[config.mk]
export PLATFORM = sky130hd
export DESIGN_NAME = hdc_regs
export DESIGN_NICKNAME = d
export VERILOG_FILES = /design/src/core/hdc_pkg.sv /design/src/core/hdc_regs.sv
export SDC_FILE = /design/constraint.sdc
export NUM_CORES = 1
export LEC_CHECK = 0
export ABC_CLOCK_PERIOD_IN_PS = 5700
export BUFFER_PORTS_ARGS = -buffer_cell sky130_fd_sc_hd__buf_2
export CAP_MARGIN = 20
export CORE_MARGIN = 2
export CORE_UTILIZATION = 40
export CTS_CLUSTER_DIAMETER = 40
export DETAILED_ROUTE_END_ITERATION = 16
export PLACE_DENSITY = 0.66
export SLEW_MARGIN = 20
export SYNTH_ARGS = -nofsm -noshare
export SYNTH_HDL_FRONTEND = slang
export SYNTH_SLANG_ARGS = --single-unit
[constraint.sdc]
create_clock -name ref_clk -period 5.7 [get_ports ref_clk]
set_clock_uncertainty 0.05 [all_clocks]
set_input_delay 0.855 -clock ref_clk [delete_from_list [all_inputs] [get_ports ref_clk]]
set_output_delay 0.855 -clock ref_clk [all_outputs]
set_load 0.03 [all_outputs]
[src/core/hdc_pkg.sv]
// Purpose: Shared constants for the haptic drive configuration bank
// Assumes: 40 MHz ref_clk, AXI4-Lite register access with 32-bit data
// Notes:   Byte address of a register is four times its index
package hdc_pkg;
  // ==========================================================
  // Register indices
  localparam logic [5:0] IDX_DF_HIGH    = 6'h0F;
  localparam logic [5:0] IDX_DF_LOW     = 6'h10;
  localparam logic [5:0] IDX_IMP_UPPER  = 6'h11;
  localparam logic [5:0] IDX_IMP_LOWER  = 6'h12;
  localparam logic [5:0] IDX_MAIN_CFG   = 6'h13;
  localparam logic [5:0] IDX_MEMBRK_CFG = 6'h14;
  localparam logic [5:0] IDX_HEAD_CFG   = 6'h15;
  localparam logic [5:0] IDX_CALUPD_CFG = 6'h16;
  localparam logic [5:0] IDX_LOOP_CFG   = 6'h17;
  localparam logic [5:0] IDX_IRQ_STATUS = 6'h18;
  localparam logic [5:0] IDX_IRQ_MASK   = 6'h19;
  // ==========================================================
  // Reset values and writable-bit masks
  localparam logic [7:0] RST_DF_HIGH    = 8'h01;
  localparam logic [7:0] RST_DF_LOW     = 8'h0D;
  localparam logic [7:0] RST_MAIN_CFG   = 8'h1E;
  localparam logic [7:0] RST_MEMBRK_CFG = 8'h01;
  localparam logic [7:0] RST_HEAD_CFG   = 8'h03;
  localparam logic [7:0] RST_CALUPD_CFG = 8'h40;
  localparam logic [7:0] RST_LOOP_CFG   = 8'h81;
  localparam logic [7:0] WM_MAIN_CFG    = 8'hBF;
  localparam logic [7:0] WM_MEMBRK_CFG  = 8'h1F;
  localparam logic [7:0] WM_HEAD_CFG    = 8'h0F;
  localparam logic [7:0] WM_CALUPD_CFG  = 8'hC0;
  // ==========================================================
  // Field positions
  localparam int B_EMBED    = 7;
  localparam int B_ERM      = 5;
  localparam int B_LOOP     = 4;
  localparam int B_TRACK    = 3;
  localparam int B_ACCEL    = 2;
  localparam int B_BRAKE    = 1;
  localparam int B_AMP      = 0;
  localparam int B_SIGNED   = 4;
  localparam int B_HOLD     = 7;
  localparam int B_PLAYHOLD = 6;
  localparam int LOCK_LSB   = 2;
  localparam int ST_CLAMP   = 0;
  localparam int ST_BEMF    = 1;
  // ==========================================================
  // Thresholds: voltage in 62.5 mV units, back-EMF in 0.1 mV units
  localparam logic [15:0] HEADROOM_STEP = 16'h0003;
  localparam logic [15:0] BEMF_THR1     = 16'h0031;
  localparam logic [15:0] BEMF_THR2     = 16'h0117;
  localparam logic [15:0] BEMF_THR3     = 16'h01F3;
  localparam logic [1:0]  RESP_OKAY     = 2'h0;
  localparam logic [1:0]  RESP_SLVERR   = 2'h2;
endpackage

[src/core/hdc_regs.sv]
// Purpose: Haptic drive configuration and calibration register bank
// Assumes: AXI4-Lite slave, one write and one read under way at a time
// Notes:   Registers sit in the low byte of each word
// Operation
// - Drive factor is 16 bits; low byte register resets to 0x0D.
// - High byte sits one index lower, resets to 0x01, forms upper half.
// - Impedance reads as 8-bit upper (x4) and 2-bit lower, 62.5 mohm units.
// - Embedded bit 0 keeps faults latched; 1 clears them automatically.
// - Actuator type 0 selects linear resonant, 1 rotating mass; resets 0.
// - Loop computation bit 1 enables internal loops; resets to 1.
// - Frequency tracking bit resets 1 and is ignored in rotating mass mode.
// - Acceleration enable bit turns closed-loop acceleration on; resets 1.
// - Braking enable bit turns active braking on; resets to 1.
// - Amplitude loop enable bit turns amplitude control on; resets 0.
// - PWM brake threshold 0 disables; each code adds 6.66 percent.
// - Target above supply minus headroom is clamped and raises an event.
// - Drive factor hold bit stops every automatic factor update.
// - Playback hold bit stops automatic updates during playback; resets 1.
// - Lock when tracking error is below four times the limit field.
// - Back-EMF below selected threshold faults; code 0 disables.
//
// The AXI4-Lite interface to the registers is this design's own decision.
module hdc_regs #(
  parameter int ADDR_W = 8
) (
  // Clock and reset
  input  wire logic              ref_clk,
  input  wire logic              nrst,
  // AXI4-Lite write
  input  wire logic [ADDR_W-1:0] s_awaddr,
  input  wire logic              s_awvalid,
  output logic                   s_awready,
  input  wire logic [31:0]       s_wdata,
  input  wire logic [3:0]        s_wstrb,
  input  wire logic              s_wvalid,
  output logic                   s_wready,
  output logic [1:0]             s_bresp,
  output logic                   s_bvalid,
  input  wire logic              s_bready,
  // AXI4-Lite read
  input  wire logic [ADDR_W-1:0] s_araddr,
  input  wire logic              s_arvalid,
  output logic                   s_arready,
  output logic [31:0]            s_rdata,
  output logic [1:0]             s_rresp,
  output logic                   s_rvalid,
  input  wire logic              s_rready,
  // Calibration engine
  input  wire logic              imp_valid,
  input  wire logic [9:0]        imp_value,
  input  wire logic              df_upd_valid,
  input  wire logic [15:0]       df_upd_value,
  input  wire logic              playback_active,
  // Drive loop measurements
  input  wire logic [15:0]       target_volt,
  input  wire logic [15:0]       supply_volt,
  input  wire logic [7:0]        track_error,
  input  wire logic              bemf_valid,
  input  wire logic [15:0]       bemf_level,
  input  wire logic              pwm_mode,
  input  wire logic [3:0]        pwm_level,
  // Configuration outputs
  output logic [15:0]            drive_factor,
  output logic                   embedded_mode,
  output logic                   actuator_erm,
  output logic                   loop_computation_enable,
  output logic                   freq_tracking_active,
  output logic                   accel_enable,
  output logic                   braking_enable,
  output logic                   amplitude_loop_enable,
  output logic                   memory_signed,
  // Loop results
  output logic [15:0]            drive_volt,
  output logic                   drive_clamped_event,
  output logic                   freq_locked,
  output logic                   pwm_full_brake,
  output logic                   bemf_fault,
  output logic                   irq
);
  // ==========================================================
  // State
  typedef struct packed {
    logic        awrdy;
    logic        wrdy;
    logic        aw_ok;
    logic        w_ok;
    logic [5:0]  widx;
    logic [7:0]  wdat;
    logic        wstb;
    logic        bvalid;
    logic [1:0]  bresp;
    logic        arrdy;
    logic        rvalid;
    logic [1:0]  rresp;
    logic [7:0]  rdata;
    logic [7:0]  dfh;
    logic [7:0]  dfl;
    logic [7:0]  imph;
    logic [1:0]  impl;
    logic [7:0]  cfg1;
    logic [7:0]  cfg2;
    logic [7:0]  cfg3;
    logic [7:0]  cfg4;
    logic [7:0]  icfg;
    logic [1:0]  sts;
    logic [1:0]  msk;
    logic        irq;
    logic        trk;
    logic [15:0] vout;
    logic        clamped;
    logic        locked;
    logic        brake;
    logic        bflt;
  } hdc_state_t;

  hdc_state_t st_r;
  hdc_state_t st_nxt;

  logic        wr_go;
  logic [15:0] margin;
  logic [15:0] v_limit;
  logic        clamp_now;
  logic [15:0] bemf_thr;
  logic        bemf_now;
  logic [1:0]  ev;

  function automatic logic idx_ok(input logic [5:0] i);
    idx_ok = (i >= hdc_pkg::IDX_DF_HIGH) && (i <= hdc_pkg::IDX_IRQ_MASK);
  endfunction

  function automatic logic [7:0] rd_mux(input hdc_state_t s, input logic [5:0] i);
    unique case (i)
      hdc_pkg::IDX_DF_HIGH:    rd_mux = s.dfh;
      hdc_pkg::IDX_DF_LOW:     rd_mux = s.dfl;
      hdc_pkg::IDX_IMP_UPPER:  rd_mux = s.imph;
      hdc_pkg::IDX_IMP_LOWER:  rd_mux = {6'h00, s.impl};
      hdc_pkg::IDX_MAIN_CFG:   rd_mux = s.cfg1;
      hdc_pkg::IDX_MEMBRK_CFG: rd_mux = s.cfg2;
      hdc_pkg::IDX_HEAD_CFG:   rd_mux = s.cfg3;
      hdc_pkg::IDX_CALUPD_CFG: rd_mux = s.cfg4;
      hdc_pkg::IDX_LOOP_CFG:   rd_mux = s.icfg;
      hdc_pkg::IDX_IRQ_STATUS: rd_mux = {6'h00, s.sts};
      hdc_pkg::IDX_IRQ_MASK:   rd_mux = {6'h00, s.msk};
      default:                 rd_mux = 8'h00;
    endcase
  endfunction

  // ==========================================================
  // Loop conditions
  always_comb begin
    margin  = 16'(st_r.cfg3[3:0] * hdc_pkg::HEADROOM_STEP);
    v_limit = (supply_volt > margin) ? 16'(supply_volt - margin) : 16'h0000;
    clamp_now = target_volt > v_limit;
    unique case (st_r.icfg[1:0])
      2'h1:    bemf_thr = hdc_pkg::BEMF_THR1;
      2'h2:    bemf_thr = hdc_pkg::BEMF_THR2;
      2'h3:    bemf_thr = hdc_pkg::BEMF_THR3;
      default: bemf_thr = 16'h0000;
    endcase
    bemf_now = bemf_valid && (bemf_level < bemf_thr);
    ev = {bemf_now, clamp_now};
    wr_go = st_r.aw_ok && st_r.w_ok && !st_r.bvalid;
  end

  // ==========================================================
  // Next state
  always_comb begin
    st_nxt = st_r;
    // Write address and data are taken independently
    if (s_awvalid && st_r.awrdy) begin
      st_nxt.aw_ok = 1'b1;
      st_nxt.widx  = s_awaddr[7:2];
    end
    if (s_wvalid && st_r.wrdy) begin
      st_nxt.w_ok = 1'b1;
      st_nxt.wdat = s_wdata[7:0];
      st_nxt.wstb = s_wstrb[0];
    end
    if (s_bvalid && s_bready) begin
      st_nxt.bvalid = 1'b0;
    end
    // Hardware updates of the drive factor and the impedance
    if (df_upd_valid && !st_r.cfg4[hdc_pkg::B_HOLD]
        && !(playback_active && st_r.cfg4[hdc_pkg::B_PLAYHOLD])) begin
      {st_nxt.dfh, st_nxt.dfl} = df_upd_value;
    end
    if (imp_valid) begin
      {st_nxt.imph, st_nxt.impl} = imp_value;
    end
    // Fault flags: embedded mode drops a flag once its cause is gone
    if (st_r.cfg1[hdc_pkg::B_EMBED]) begin
      st_nxt.sts = st_r.sts & ev;
    end
    if (wr_go) begin
      st_nxt.aw_ok  = 1'b0;
      st_nxt.w_ok   = 1'b0;
      st_nxt.bvalid = 1'b1;
      st_nxt.bresp  = idx_ok(st_r.widx) ? hdc_pkg::RESP_OKAY : hdc_pkg::RESP_SLVERR;
      if (st_r.wstb) begin
        unique case (st_r.widx)
          hdc_pkg::IDX_DF_HIGH:    st_nxt.dfh = st_r.wdat;
          hdc_pkg::IDX_DF_LOW:     st_nxt.dfl = st_r.wdat;
          hdc_pkg::IDX_MAIN_CFG:   st_nxt.cfg1 = st_r.wdat & hdc_pkg::WM_MAIN_CFG;
          hdc_pkg::IDX_MEMBRK_CFG: st_nxt.cfg2 = st_r.wdat & hdc_pkg::WM_MEMBRK_CFG;
          hdc_pkg::IDX_HEAD_CFG:   st_nxt.cfg3 = st_r.wdat & hdc_pkg::WM_HEAD_CFG;
          hdc_pkg::IDX_CALUPD_CFG: st_nxt.cfg4 = st_r.wdat & hdc_pkg::WM_CALUPD_CFG;
          hdc_pkg::IDX_LOOP_CFG:   st_nxt.icfg = st_r.wdat;
          hdc_pkg::IDX_IRQ_STATUS: st_nxt.sts = st_nxt.sts & ~st_r.wdat[1:0];
          hdc_pkg::IDX_IRQ_MASK:   st_nxt.msk = st_r.wdat[1:0];
          default:                 st_nxt.sts = st_nxt.sts;
        endcase
      end
    end
    // New events win over a clear in the same cycle
    st_nxt.sts   = st_nxt.sts | ev;
    st_nxt.irq   = |(st_nxt.sts & st_nxt.msk);
    st_nxt.awrdy = !st_nxt.aw_ok && !st_nxt.bvalid;
    st_nxt.wrdy  = !st_nxt.w_ok && !st_nxt.bvalid;
    // Read path
    if (s_rvalid && s_rready) begin
      st_nxt.rvalid = 1'b0;
    end
    if (s_arvalid && st_r.arrdy) begin
      st_nxt.rvalid = 1'b1;
      st_nxt.rdata  = rd_mux(st_r, s_araddr[7:2]);
      st_nxt.rresp  = idx_ok(s_araddr[7:2]) ? hdc_pkg::RESP_OKAY : hdc_pkg::RESP_SLVERR;
    end
    st_nxt.arrdy = !st_nxt.rvalid;
    // Loop results
    st_nxt.trk     = st_r.cfg1[hdc_pkg::B_TRACK] && !st_r.cfg1[hdc_pkg::B_ERM];
    st_nxt.vout    = clamp_now ? v_limit : target_volt;
    st_nxt.clamped = clamp_now;
    st_nxt.locked  = track_error < {st_r.icfg[7:hdc_pkg::LOCK_LSB], 2'h0};
    st_nxt.brake   = pwm_mode && (st_r.cfg2[3:0] != 4'h0)
                     && (pwm_level < st_r.cfg2[3:0]);
    st_nxt.bflt    = bemf_now;
  end

  // ==========================================================
  // Registers
  always_ff @(posedge ref_clk or negedge nrst) begin
    if (!nrst) begin
      st_r       <= '0;
      st_r.awrdy <= 1'b1;
      st_r.wrdy  <= 1'b1;
      st_r.arrdy <= 1'b1;
      st_r.dfh   <= hdc_pkg::RST_DF_HIGH;
      st_r.dfl   <= hdc_pkg::RST_DF_LOW;
      st_r.cfg1  <= hdc_pkg::RST_MAIN_CFG;
      st_r.cfg2  <= hdc_pkg::RST_MEMBRK_CFG;
      st_r.cfg3  <= hdc_pkg::RST_HEAD_CFG;
      st_r.cfg4  <= hdc_pkg::RST_CALUPD_CFG;
      st_r.icfg  <= hdc_pkg::RST_LOOP_CFG;
    end else begin
      st_r <= st_nxt;
    end
  end

  // ==========================================================
  // Outputs
  assign s_awready               = st_r.awrdy;
  assign s_wready                = st_r.wrdy;
  assign s_bvalid                = st_r.bvalid;
  assign s_bresp                 = st_r.bresp;
  assign s_arready               = st_r.arrdy;
  assign s_rvalid                = st_r.rvalid;
  assign s_rresp                 = st_r.rresp;
  assign s_rdata                 = {24'h00_0000, st_r.rdata};
  assign drive_factor            = {st_r.dfh, st_r.dfl};
  assign embedded_mode           = st_r.cfg1[hdc_pkg::B_EMBED];
  assign actuator_erm            = st_r.cfg1[hdc_pkg::B_ERM];
  assign loop_computation_enable = st_r.cfg1[hdc_pkg::B_LOOP];
  assign freq_tracking_active    = st_r.trk;
  assign accel_enable            = st_r.cfg1[hdc_pkg::B_ACCEL];
  assign braking_enable          = st_r.cfg1[hdc_pkg::B_BRAKE];
  assign amplitude_loop_enable   = st_r.cfg1[hdc_pkg::B_AMP];
  assign memory_signed           = st_r.cfg2[hdc_pkg::B_SIGNED];
  assign drive_volt              = st_r.vout;
  assign drive_clamped_event     = st_r.clamped;
  assign freq_locked             = st_r.locked;
  assign pwm_full_brake          = st_r.brake;
  assign bemf_fault              = st_r.bflt;
  assign irq                     = st_r.irq;
endmodule

# After elaboration in Yosys (flattened, before gate mapping)
# Cells that the tools add are included.
# classes
addsub,1
mul,1
magnitude_cmp,9
n_eq_ne,23
n_mux,23
n_bitwise,5
reduce_logical,33
# ops
cell,count
$eq 6x5->1 const B,18
$pmux 8 s11,1
$mux 16,5
$pmux 9 s3,1
$logic_and 1x1->1,18
$gt 16x16->1,1
$gt 16x6->1,1
$lt 16x16->1,1
$mux 8,2
$sub 16x6->16,1
$reduce_and 3->1,5
$eq 6x4->1 const B,2
$ge 6x4->1 const B,2
$le 6x5->1 const B,2
$mux 2,6
$mux 11,1
$logic_not 1->1,8
$lt 8x8->1,1
$mux 4,2
$and 2x2->2,3
$mul 4x2->6 const B,1
$eq 2x2->1 const B,2
$lt 4x4->1,1
$mux 1,4
other kinds (6),6
# word_totals
register_bits,112
in_bits,150
out_inout_bits,86
word_cells,126

# Longest topological paths before layout
# Gate-level depths: netlist of the first run.
# depth
word_depth,13
depth_mapped,21
mapped_depth_nobuf,19

# Least setup slack after synthesis of the first run
# Ideal clock, no wire load.
# synth_path
path_kind,register to register
from,register st_r[43] (netlist bit)
to,"register st_r, in the netlist drive_volt[0]"
setup_time_ps,127
arrival_time_ps,4084
required_time_ps,5523
slack_ps,1439
stages_incl_launch_ff,20
path_buffers,1
synth_period_minus_slack_ps,4261
path_cell_list,dfstp_2 > ha_1 > a21oi_1 > nor2_1 > nor2_1 > xor2_1 > ha_1 > and2_1 > o21a_1 > or4_1 > xnor2_1 > nand2_1 > ha_1 > a21o_1 > nand3_1 > a21oi_1 > or4b_1 > buf_2 > nand2_4 > mux2_1
# synth_rtl
element,line,source
"start, declared",hdc_regs.sv:116,hdc_state_t st_r;
"start signal, assigned",hdc_regs.sv:255,st_r <= st_nxt;

==> results of run 1 <==
==> per-layer routing <==
layer	track usage [%]	part of all wire (%)	wire [um]
met4	4.61	1.5	246
met1	25.8	47	7630
met2	28.9	46	7540
met5	0	0	0
met3	3.89	5.7	932
==> state kept, by name, indices dropped and copies added, names as in the netlist, 8 cells and up <==
name          count
drive_volt       16
drive_factor     16
st_r             50
s_rdata           8
==> worst max-delay path: cells and delay by family, from the launching register on <==
kind	cells	cell delay (ps)
and+or+nand+nor	8	2100
AOI/OAI and AO/OA	4	520
DFF	1	590
xor gates and xnor gates	2	410
adders and majority gates	3	750
muxes	1	350
==> path summary, 6_finish.rpt <==
path	from	slack [ps]	cells after the start	to
max reg2reg	st_r[43]$_DFFE_PN1P_	820	18	drive_volt[0]$_DFF_PN0_
min in group asynchronous	nrst	540	1	st_r[119]$_DFFE_PN0P_
max	st_r[43]$_DFFE_PN1P_	820	18	drive_volt[0]$_DFF_PN0_
min reg2reg	actuator_erm$_DFFE_PN0P_	410	1	freq_tracking_active$_DFF_PN0_
max in group asynchronous	nrst	3940	2	st_r[71]$_DFFE_PN0P_
min	actuator_erm$_DFFE_PN0P_	410	1	freq_tracking_active$_DFF_PN0_
==> power by group through the flow <==
stage / registers (mW) / logic, mW / clock network, mW
floorplan: 1.21 / 0.851 / 0
CTS: 1.22 / 1.08 / 0.660
global route: 1.26 / 1.19 / 0.695
global placement: 1.23 / 1.06 / 0
finish: 1.23 / 1.07 / 0.640
detailed placement: 1.24 / 1.08 / 0
==> layout by cell type (no fill, tap or decap), drive strengths merged, types with 3 or more instances in the layout <==
cell	instances
ha	41
nor2	44
nand3	13
a21oi	40
nand4	4
nor2b	10
clkbuf	12
a21o	3
o21a	7
dfstp	17
conb	26
buf	179
nor4b	4
mux2i	32
nand2	39
nor4bb	3
dfrtp	93
mux2	55
inv	36
xor2	7
or3	3
xnor2	6
nand2b	5
nor3	12
a32oi	5
a22oi	14
and3	4
a22o	12
or2	4
nor4	5
o21ai	21
==> cells by family after synthesis <==
group / count (synthesis) / share of synthesized area (%)
AND/OR/NAND/NOR: 164 / 13.0
AO/OA/AOI/OAI: 118 / 11.6
buffers and inverters: 115 / 10.5
flip-flops: 110 / 41.1
multiplexers: 87 / 13.9
adder cells (fa/ha/maj): 43 / 8.19
XOR/XNOR: 13 / 1.69
other: 1 / 0.0555
==> cell type report <==
| type | count | share of cell area [%] |
|---|---|---|
| Antenna cell | 2 | 0.0645 |
| Multi-Input combinational cell | 451 | 43.4 |
| Inverter | 35 | 1.69 |
| Clock inverter | 4 | 0.709 |
| Sequential cell | 110 | 35.7 |
| Clock buffer | 12 | 3.18 |
| Tap cell | 220 | 3.55 |
| Timing Repair Buffer | 179 | 11.7 |
==> through the flow <==
stage          setup WS (ps)  utilization [%]  cell area (um2)
2_1_floorplan           1440                -             6850
3_3_place_gp             798             45.1             7450
3_5_place_dp             761             45.1             7450
4_1_cts                  740             46.9             7750
5_1_grt                  431             47.0             7760
6_report                 819             47.0             7760
==> impl_metrics.csv, run 1 <==
group,metric,value,unit
synth,async_reset_ff_share,100,%
synth,syn_inst,651,
synth,netlist_area,6760,um2
power,powerDensity,379,nW/um2
cts,cts_made_buffers,9,
cts,clock_path_buffers,2,
power,p_total,2.94,mW
outcome,status,"complete, no violations",
run,maxCapViolations,0,
worst_setup_path,crit_fanout,15,
power,clockPowerShare,21.8,%
synth,ys_seq_elements,110,
synth,netlist.area_leader.share,34.4,%
cts,cts_resized,0,
sta,finalHoldViolations,0,
sta,setup_viol,0,
worst_hold_path,min_path_type,"reg2reg",
sta,fin_setup_tns,0,ps
worst_setup_path,worstSetupEndpointType,"flip-flop",
cts,post-cts-setup-buffer-count,0,
floorplanning,boundaryPins,236,
detailed_routing,via_count,5066,
cells_and_area,regArea,2770,um2
floorplanning,fp.dieH,134,um
worst_setup_path,cpPeakStageDelay,720,ps
synth,synth_common_cells,"dfrtp_1 (93), buf_4 (68), mux2_2 (51)",
place,numPortBuffers,176,
grt,grt_max_degree,65,
cells_and_area,multiInputGateArea,3370,um2
grt,antenna_found_initial,2,
cells_and_area,drive_gt1_share,34.9,%
synth,synthFlopType,"dfrtp_1",
grt,grt_pass1_vias,4820,
cts,cts_root_buf,"clkbuf_16",
worst_setup_path,cp_common_cell,"ha_1",
detailed_routing,wire_per_inst,16.1,um
synth,yosys.cell_types.count,68,
power,switching_share,38.7,%
worst_setup_path,critPathRequiredTime,5880,ps
floorplanning,die_w,134,um
detailed_routing,viasPerCell,5.00,
worst_setup_path,worstPathCellList,"ha_1, a21oi_1, nor2_1, nor2_1, xor2_1, ha_1, and2_1, o21a_1, or4_1, xnor2_1, nand2_1, ha_1, a21o_1, nand3_1, a21oi_1, or4b_1, nand2_4, mux2_1",
floorplanning,die-area,17900,um2
cts,ctsHoldBuffers,0,
worst_setup_path,worstPathArrival,5060,ps
grt,overflow,0,
worst_setup_path,worstSetupPathType,"reg2reg",
grt,grt_pass1_wl,25600,um
power,ir_drop,0.257,mV
sta,fmax,205,MHz
sta,final_max_slew_viol_count,0,
grt,track_usage,18.3,%
sta,worst_pin_slew,988,ps
cts,cts_tree,"yes",
cts,clk_latency,360,ps
power,seqPwrFrac,41.7,%
place,gp_congestion,0.869,
cells_and_area,layout.nets,979,
synth,synth_top_area_cell,"dfrtp_1",
worst_setup_path,critPathLaunchType,"flip-flop",
cts,cts_sinks,110,
sta,fin_crit_sh,85.6,%
cts,htreeDepth,3,
detailed_routing,wl,16300,um
power,p_int,1.80,mW
sta,rsz0062_at_grt,"no",
power,comb_power_share,36.5,%
floorplanning,rows,47,
power,p_sw,1.14,mW
synth,avgSynthCellArea,10.4,um2
synth,yosysMostFrequentCell,"dfrtp_1",
power,p_leak,3.83,nW
floorplanning,fp.coreArea,16500,um2
synth,synth_edf_count,0,
detailed_routing,ant_nets,0,
cells_and_area,fin_cells,1013,
floorplanning,initial_core_util,40.9,%
place,placed_cells,995,
worst_setup_path,critPathSlowestCell,"or4b_1",
sta,fin_crit,4880,ps
cells_and_area,n_fill_cell,1587,
synth,yosys_warnings,0,
synth,yosysSeqAreaShare,41.1,%
detailed_routing,initialDrtViolationCount,254,
detailed_routing,drcViolationCount,0,
cells_and_area,syn_to_final_growth,14.9,%
cts,clk_pin_slew,70,ps
sta,holdWs,412,ps
sta,slew_headroom,33.2,%
detailed_routing,dr.pass1.iters,4,
place,dpl.hpwl,13000,um
synth,synthTopCellsByArea,"dfrtp_1 (34%), mux2_2 (8.5%), ha_1 (7.6%)",
Note: power is estimated with default switching activity, not from simulation.
==> run 2: changes to the inputs <==
Settings changed: RECOVER_POWER from default to 100.
==> impl_metrics.csv, run 2 (synthesis gave the netlist of run 1 again) <==
group,metric,value,unit
detailed_routing,wire_per_inst,16.3,um
sta,rsz0062_at_grt,"no",
detailed_routing,initialDrtViolationCount,250,
sta,setup_viol,0,
cells_and_area,drive_gt1_share,25.8,%
cts,clock_path_buffers,2,
worst_setup_path,worstPathArrival,5160,ps
worst_hold_path,min_path_type,"reg2reg",
floorplanning,initial_core_util,40.9,%
sta,worst_pin_slew,3430,ps
worst_setup_path,critPathRequiredTime,5880,ps
worst_setup_path,regToRegSetupSlack,720,ps
cts,clk_pin_slew,70,ps
floorplanning,die_w,134,um
grt,track_usage,18.3,%
worst_hold_path,hold_depth,1,
sta,finalHoldViolations,0,
detailed_routing,drcViolationCount,0,
floorplanning,rows,47,
cts,cts_root_buf,"clkbuf_16",
detailed_routing,via_count,5109,
power,powerDensity,380,nW/um2
run,maxCapViolations,1,
worst_setup_path,worstSetupEndpointType,"flip-flop",
cts,clk_latency,360,ps
worst_setup_path,critPathLaunchType,"flip-flop",
worst_setup_path,r2r_cells,18,
outcome,violations,"max-capacitance violations, max-slew violations",
detailed_routing,dr.pass1.iters,4,
cells_and_area,layout.nets,979,
place,numPortBuffers,176,
cts,post-cts-setup-buffer-count,0,
sta,fmax,201,MHz
cts,cts_tree,"yes",
cells_and_area,largest_register_ff_count,50,
place,preCtsSetupSlack,761,ps
sta,postLayoutSetupSlackWorst,721,ps
cts,ctsHoldBuffers,0,
grt,overflow,0,
cts,cts_sinks,110,
cts,cts_resized,0,
sta,slew_headroom,-129,%
cells_and_area,final_common_cell,"buf_2",
outcome,status,"complete, but fails checks",
floorplanning,fp.dieH,134,um
cts,cts_made_buffers,9,
place,gp_congestion,0.869,
sta,fin_crit,4980,ps
cells_and_area,syn_to_final_growth,13.3,%
sta,fin_crit_sh,87.3,%
worst_setup_path,worstSetupPathType,"reg2reg",
cells_and_area,top_register,"st_r",
power,p_total,2.91,mW
place,dpl.hpwl,13000,um
cts,htreeDepth,3,
grt,antenna_found_initial,2,
detailed_routing,ant_nets,0,
grt,grt_max_degree,65,
floorplanning,fp.coreArea,16500,um2
cells_and_area,fin_cells,1013,
grt,grt_pass1_vias,4820,
place,placed_cells,995,
floorplanning,boundaryPins,236,
power,p_leak,3.61,nW
sta,final_max_slew_viol_count,65,
floorplanning,die-area,17900,um2
detailed_routing,wl,16500,um
cells_and_area,final_cell_mix,"buf_2 (111), dfrtp_1 (93), clkbuf_1 (67)",
sta,fin_setup_tns,0,ps
grt,grt_pass1_wl,25600,um
detailed_routing,viasPerCell,5.04,
power,ir_drop,0.258,mV
worst_setup_path,crit_fanout,15,
-- run 2: where the power goes --
| group | total [mW] | switching (mW) | internal, mW |
|---|---|---|---|
| Sequential | 1.23 | 0.221 | 1.01 |
| Combinational | 1.04 | 0.634 | 0.407 |
| Clock | 0.642 | 0.286 | 0.356 |
-- run 2: path summary, 6_finish.rpt --
check | start | end
min in group asynchronous | nrst | st_r[119]$_DFFE_PN0P_
worst max register to register | st_r[43]$_DFFE_PN1P_ | drive_volt[0]$_DFF_PN0_
worst max-delay path | st_r[43]$_DFFE_PN1P_ | drive_volt[0]$_DFF_PN0_
worst min register to register | actuator_erm$_DFFE_PN0P_ | freq_tracking_active$_DFF_PN0_
max in group asynchronous | nrst | st_r[71]$_DFFE_PN0P_
worst min-delay path | actuator_erm$_DFFE_PN0P_ | freq_tracking_active$_DFF_PN0_
-- run 2: area by class of cell --
| class | instances | area (um2) |
|---|---|---|
| fill | 1625 | 8870 |
| multi-input combinational | 451 | 3350 |
| sequential | 110 | 2770 |
| timing repair buffer | 179 | 820 |
| tap | 220 | 275 |
| clock buffer | 12 | 246 |
| inverter | 35 | 131 |
| clock inverter | 4 | 55.1 |
| antenna | 2 | 5.00 |
-- run 2: per-layer routing --
layer  GRT usage, %  part of all wire, %  routed length, um  up-vias
met3           3.89                  5.7                931       14
met1           25.8                   47               7740     2426
li1               -                    -                  -     2511
met2           28.9                   46               7550      158
met4           4.61                  1.5                243        0
met5              0                    0                  0        -
-- run 2: critical path, cell delays in order (launching register included) --
cell and delay [ps]:
dfstp_1 620, ha_1 260, a21oi_1 120, nor2_1 50
nor2_1 110, xor2_1 190, ha_1 320, and2_0 220
o21a_1 200, or4_1 520, xnor2_1 230, nand2_1 120
ha_1 190, a21o_1 150, nand3_1 80, a21oi_1 60
or4b_1 720, nand2_4 290, mux2_1 350
-- run 2: through the flow --
stage          area [um2]  util, %  hold slack [ps]
2_1_floorplan        6850        -              412
3_3_place_gp         7450     45.1              407
3_5_place_dp         7450     45.1              402
4_1_cts              7750     46.9              412
5_1_grt              7650     46.3              453
6_report             7650     46.3              418
==> run 3: changes to the inputs <==
Settings changed: ABC_CLOCK_PERIOD_IN_PS 5700 to 4150, CORE_MARGIN 2 to default, CORE_UTILIZATION 40 to 30, PLACE_DENSITY 0.66 to default.
Clock period 5.7 ns to 4.15 ns, I/O delays scaled along.
==> impl_metrics.csv, run 3 (synthesis gave the netlist of run 1 again) <==
group,metric,value,unit
detailed_routing,dr.pass1.iters,10,
worst_setup_path,worstSetupEndpointType,"flip-flop",
outcome,status,"complete, but fails checks",
floorplanning,die_w,152,um
worst_setup_path,critPathLaunchType,"flip-flop",
worst_setup_path,critPathRequiredTime,4340,ps
grt,grt_max_degree,62,
worst_setup_path,reg2reg_from,"st_r[43]$_DFFE_PN1P_",
detailed_routing,initialDrtViolationCount,188,
cts,clk_pin_slew,80,ps
floorplanning,boundaryPins,236,
detailed_routing,viasPerCell,4.68,
floorplanning,fp.coreArea,22000,um2
cells_and_area,drive_gt1_share,35.4,%
power,powerDensity,507,nW/um2
cts,cts_made_buffers,9,
cts,cts_root_buf,"clkbuf_16",
sta,fmax,230,MHz
cts,clk_latency,350,ps
worst_setup_path,crit_fanout,5,
worst_setup_path,r2r_cells,18,
worst_setup_path,crit_end,"drive_volt[13]$_DFF_PN0_",
detailed_routing,wire_per_inst,16.0,um
sta,postLayoutSetupSlackWorst,-194,ps
detailed_routing,ant_nets,0,
cells_and_area,top_register,"st_r",
power,p_total,4.28,mW
cells_and_area,syn_to_final_growth,24.8,%
worst_setup_path,regToRegSetupSlack,-190,ps
sta,setup_viol,19,
cts,cts_sinks,110,
detailed_routing,via_count,5284,
place,numPortBuffers,176,
grt,overflow,0,
sta,finalHoldViolations,0,
place,preCtsSetupSlack,-368,ps
cts,htreeDepth,3,
run,maxCapViolations,1,
cells_and_area,largest_register_ff_count,50,
sta,fin_crit_sh,105,%
sta,rsz0062_at_grt,"yes",
floorplanning,rows,54,
grt,grt_pass1_vias,5300,
worst_setup_path,startpoint,"st_r[43]$_DFFE_PN1P_",
power,ir_drop,0.251,mV
floorplanning,fp.dieH,152,um
grt,grt_pass1_wl,28400,um
cells_and_area,layout.nets,1036,
sta,worst_pin_slew,2740,ps
worst_hold_path,min_path_type,"reg2reg",
floorplanning,initial_core_util,30.8,%
power,p_leak,3.93,nW
place,dpl.hpwl,14100,um
sta,fin_crit,4340,ps
cts,ctsHoldBuffers,0,
floorplanning,die-area,23100,um2
sta,fin_setup_tns,-3010,ps
worst_setup_path,worstSetupPathType,"reg2reg",
detailed_routing,wl,18100,um
worst_setup_path,worstPathArrival,4540,ps
place,gp_congestion,0.863,
cells_and_area,final_cell_mix,"buf_2 (113), dfrtp_1 (93), clkbuf_1 (63)",
outcome,violations,"design-rule violations, max-capacitance violations, max-slew violations, negative setup slack",
sta,final_max_slew_viol_count,51,
worst_setup_path,rr_endpoint,"drive_volt[13]$_DFF_PN0_",
grt,track_usage,15.7,%
cells_and_area,final_common_cell,"buf_2",
cts,clock_path_buffers,2,
cts,cts_tree,"yes",
grt,antenna_found_initial,2,
detailed_routing,drcViolationCount,20,
sta,slew_headroom,-82.9,%
[run 3: worst min-delay path by stage]
stage | to | startpoint | slack [ps] | cells after the start
2_1_floorplan | actuator_erm$_DFFE_PN0P_ | nrst | 280 | 0
3_3_place_gp | freq_tracking_active$_DFF_PN0_ | actuator_erm$_DFFE_PN0P_ | 400 | 1
3_5_place_dp | freq_tracking_active$_DFF_PN0_ | actuator_erm$_DFFE_PN0P_ | 410 | 1
4_1_cts | st_r[120]$_DFFE_PN0P_ | nrst | 270 | 1
5_1_grt | s_rvalid$_DFF_PN0_ | s_rready | 420 | 2
6_report | freq_tracking_active$_DFF_PN0_ | actuator_erm$_DFFE_PN0P_ | 420 | 1
[run 3: what timing repair did]
item                                    in CTS  in global routing
pin swaps                                   18                 15
endpoints found under the setup margin      19                 19
setup buffers                                3                  7
gates resized for setup                     25                 21
[run 3: per-stage QoR]
stage	utilization, %	instance area (um2)	instances	hold WS, ps
2_1_floorplan	-	6890	676	277
6_report	38.4	8430	1130	425
3_5_place_dp	36.1	7940	1102	408
5_1_grt	38.4	8430	1130	425
4_1_cts	38.1	8360	1121	272
3_3_place_gp	36.1	7940	1102	404
[run 3: worst max-delay path: stages, from the launching register on]
cell and delay, ps:
dfstp_2 590, ha_4 210, a21oi_2 100, nor2_1 40, nor2_1 120, xor2_1 190
ha_1 300, or2_1 260, a21oi_2 180, a21oi_4 70, nor4_2 200, mux2i_1 300
ha_1 300, nand4_1 110, buf_4 150, a21oi_2 40, or4b_4 580, and3_4 230
a22o_1 190
[run 3: power breakdown]
part           switching, mW  internal, mW
clock                  0.434         0.434
sequential             0.298          1.38
combinational          0.964         0.767
[run 3: metal layers]
metal | track usage (%) | part of all wire [%] | vias to the layer above | wire length, um
met1 | 20.0 | 44 | 2522 | 8010
li1 | - | - | 2624 | -
met5 | 0 | 0 | - | 0
met3 | 2.28 | 3.9 | 21 | 699
met2 | 26.5 | 50 | 117 | 8970
met4 | 7.00 | 2.3 | 0 | 412
[run 3: final cells by class]
cell class                      instances  area, um2
Timing Repair Buffer                  236       1280
Fill cell                            2226      13500
Sequential cell                       110       2770
Tap cell                              280        350
Antenna cell                            2       5.00
Inverter                               35        131
Clock buffer                           10        239
Multi-Input combinational cell        451       3600
Clock inverter                          6       55.1
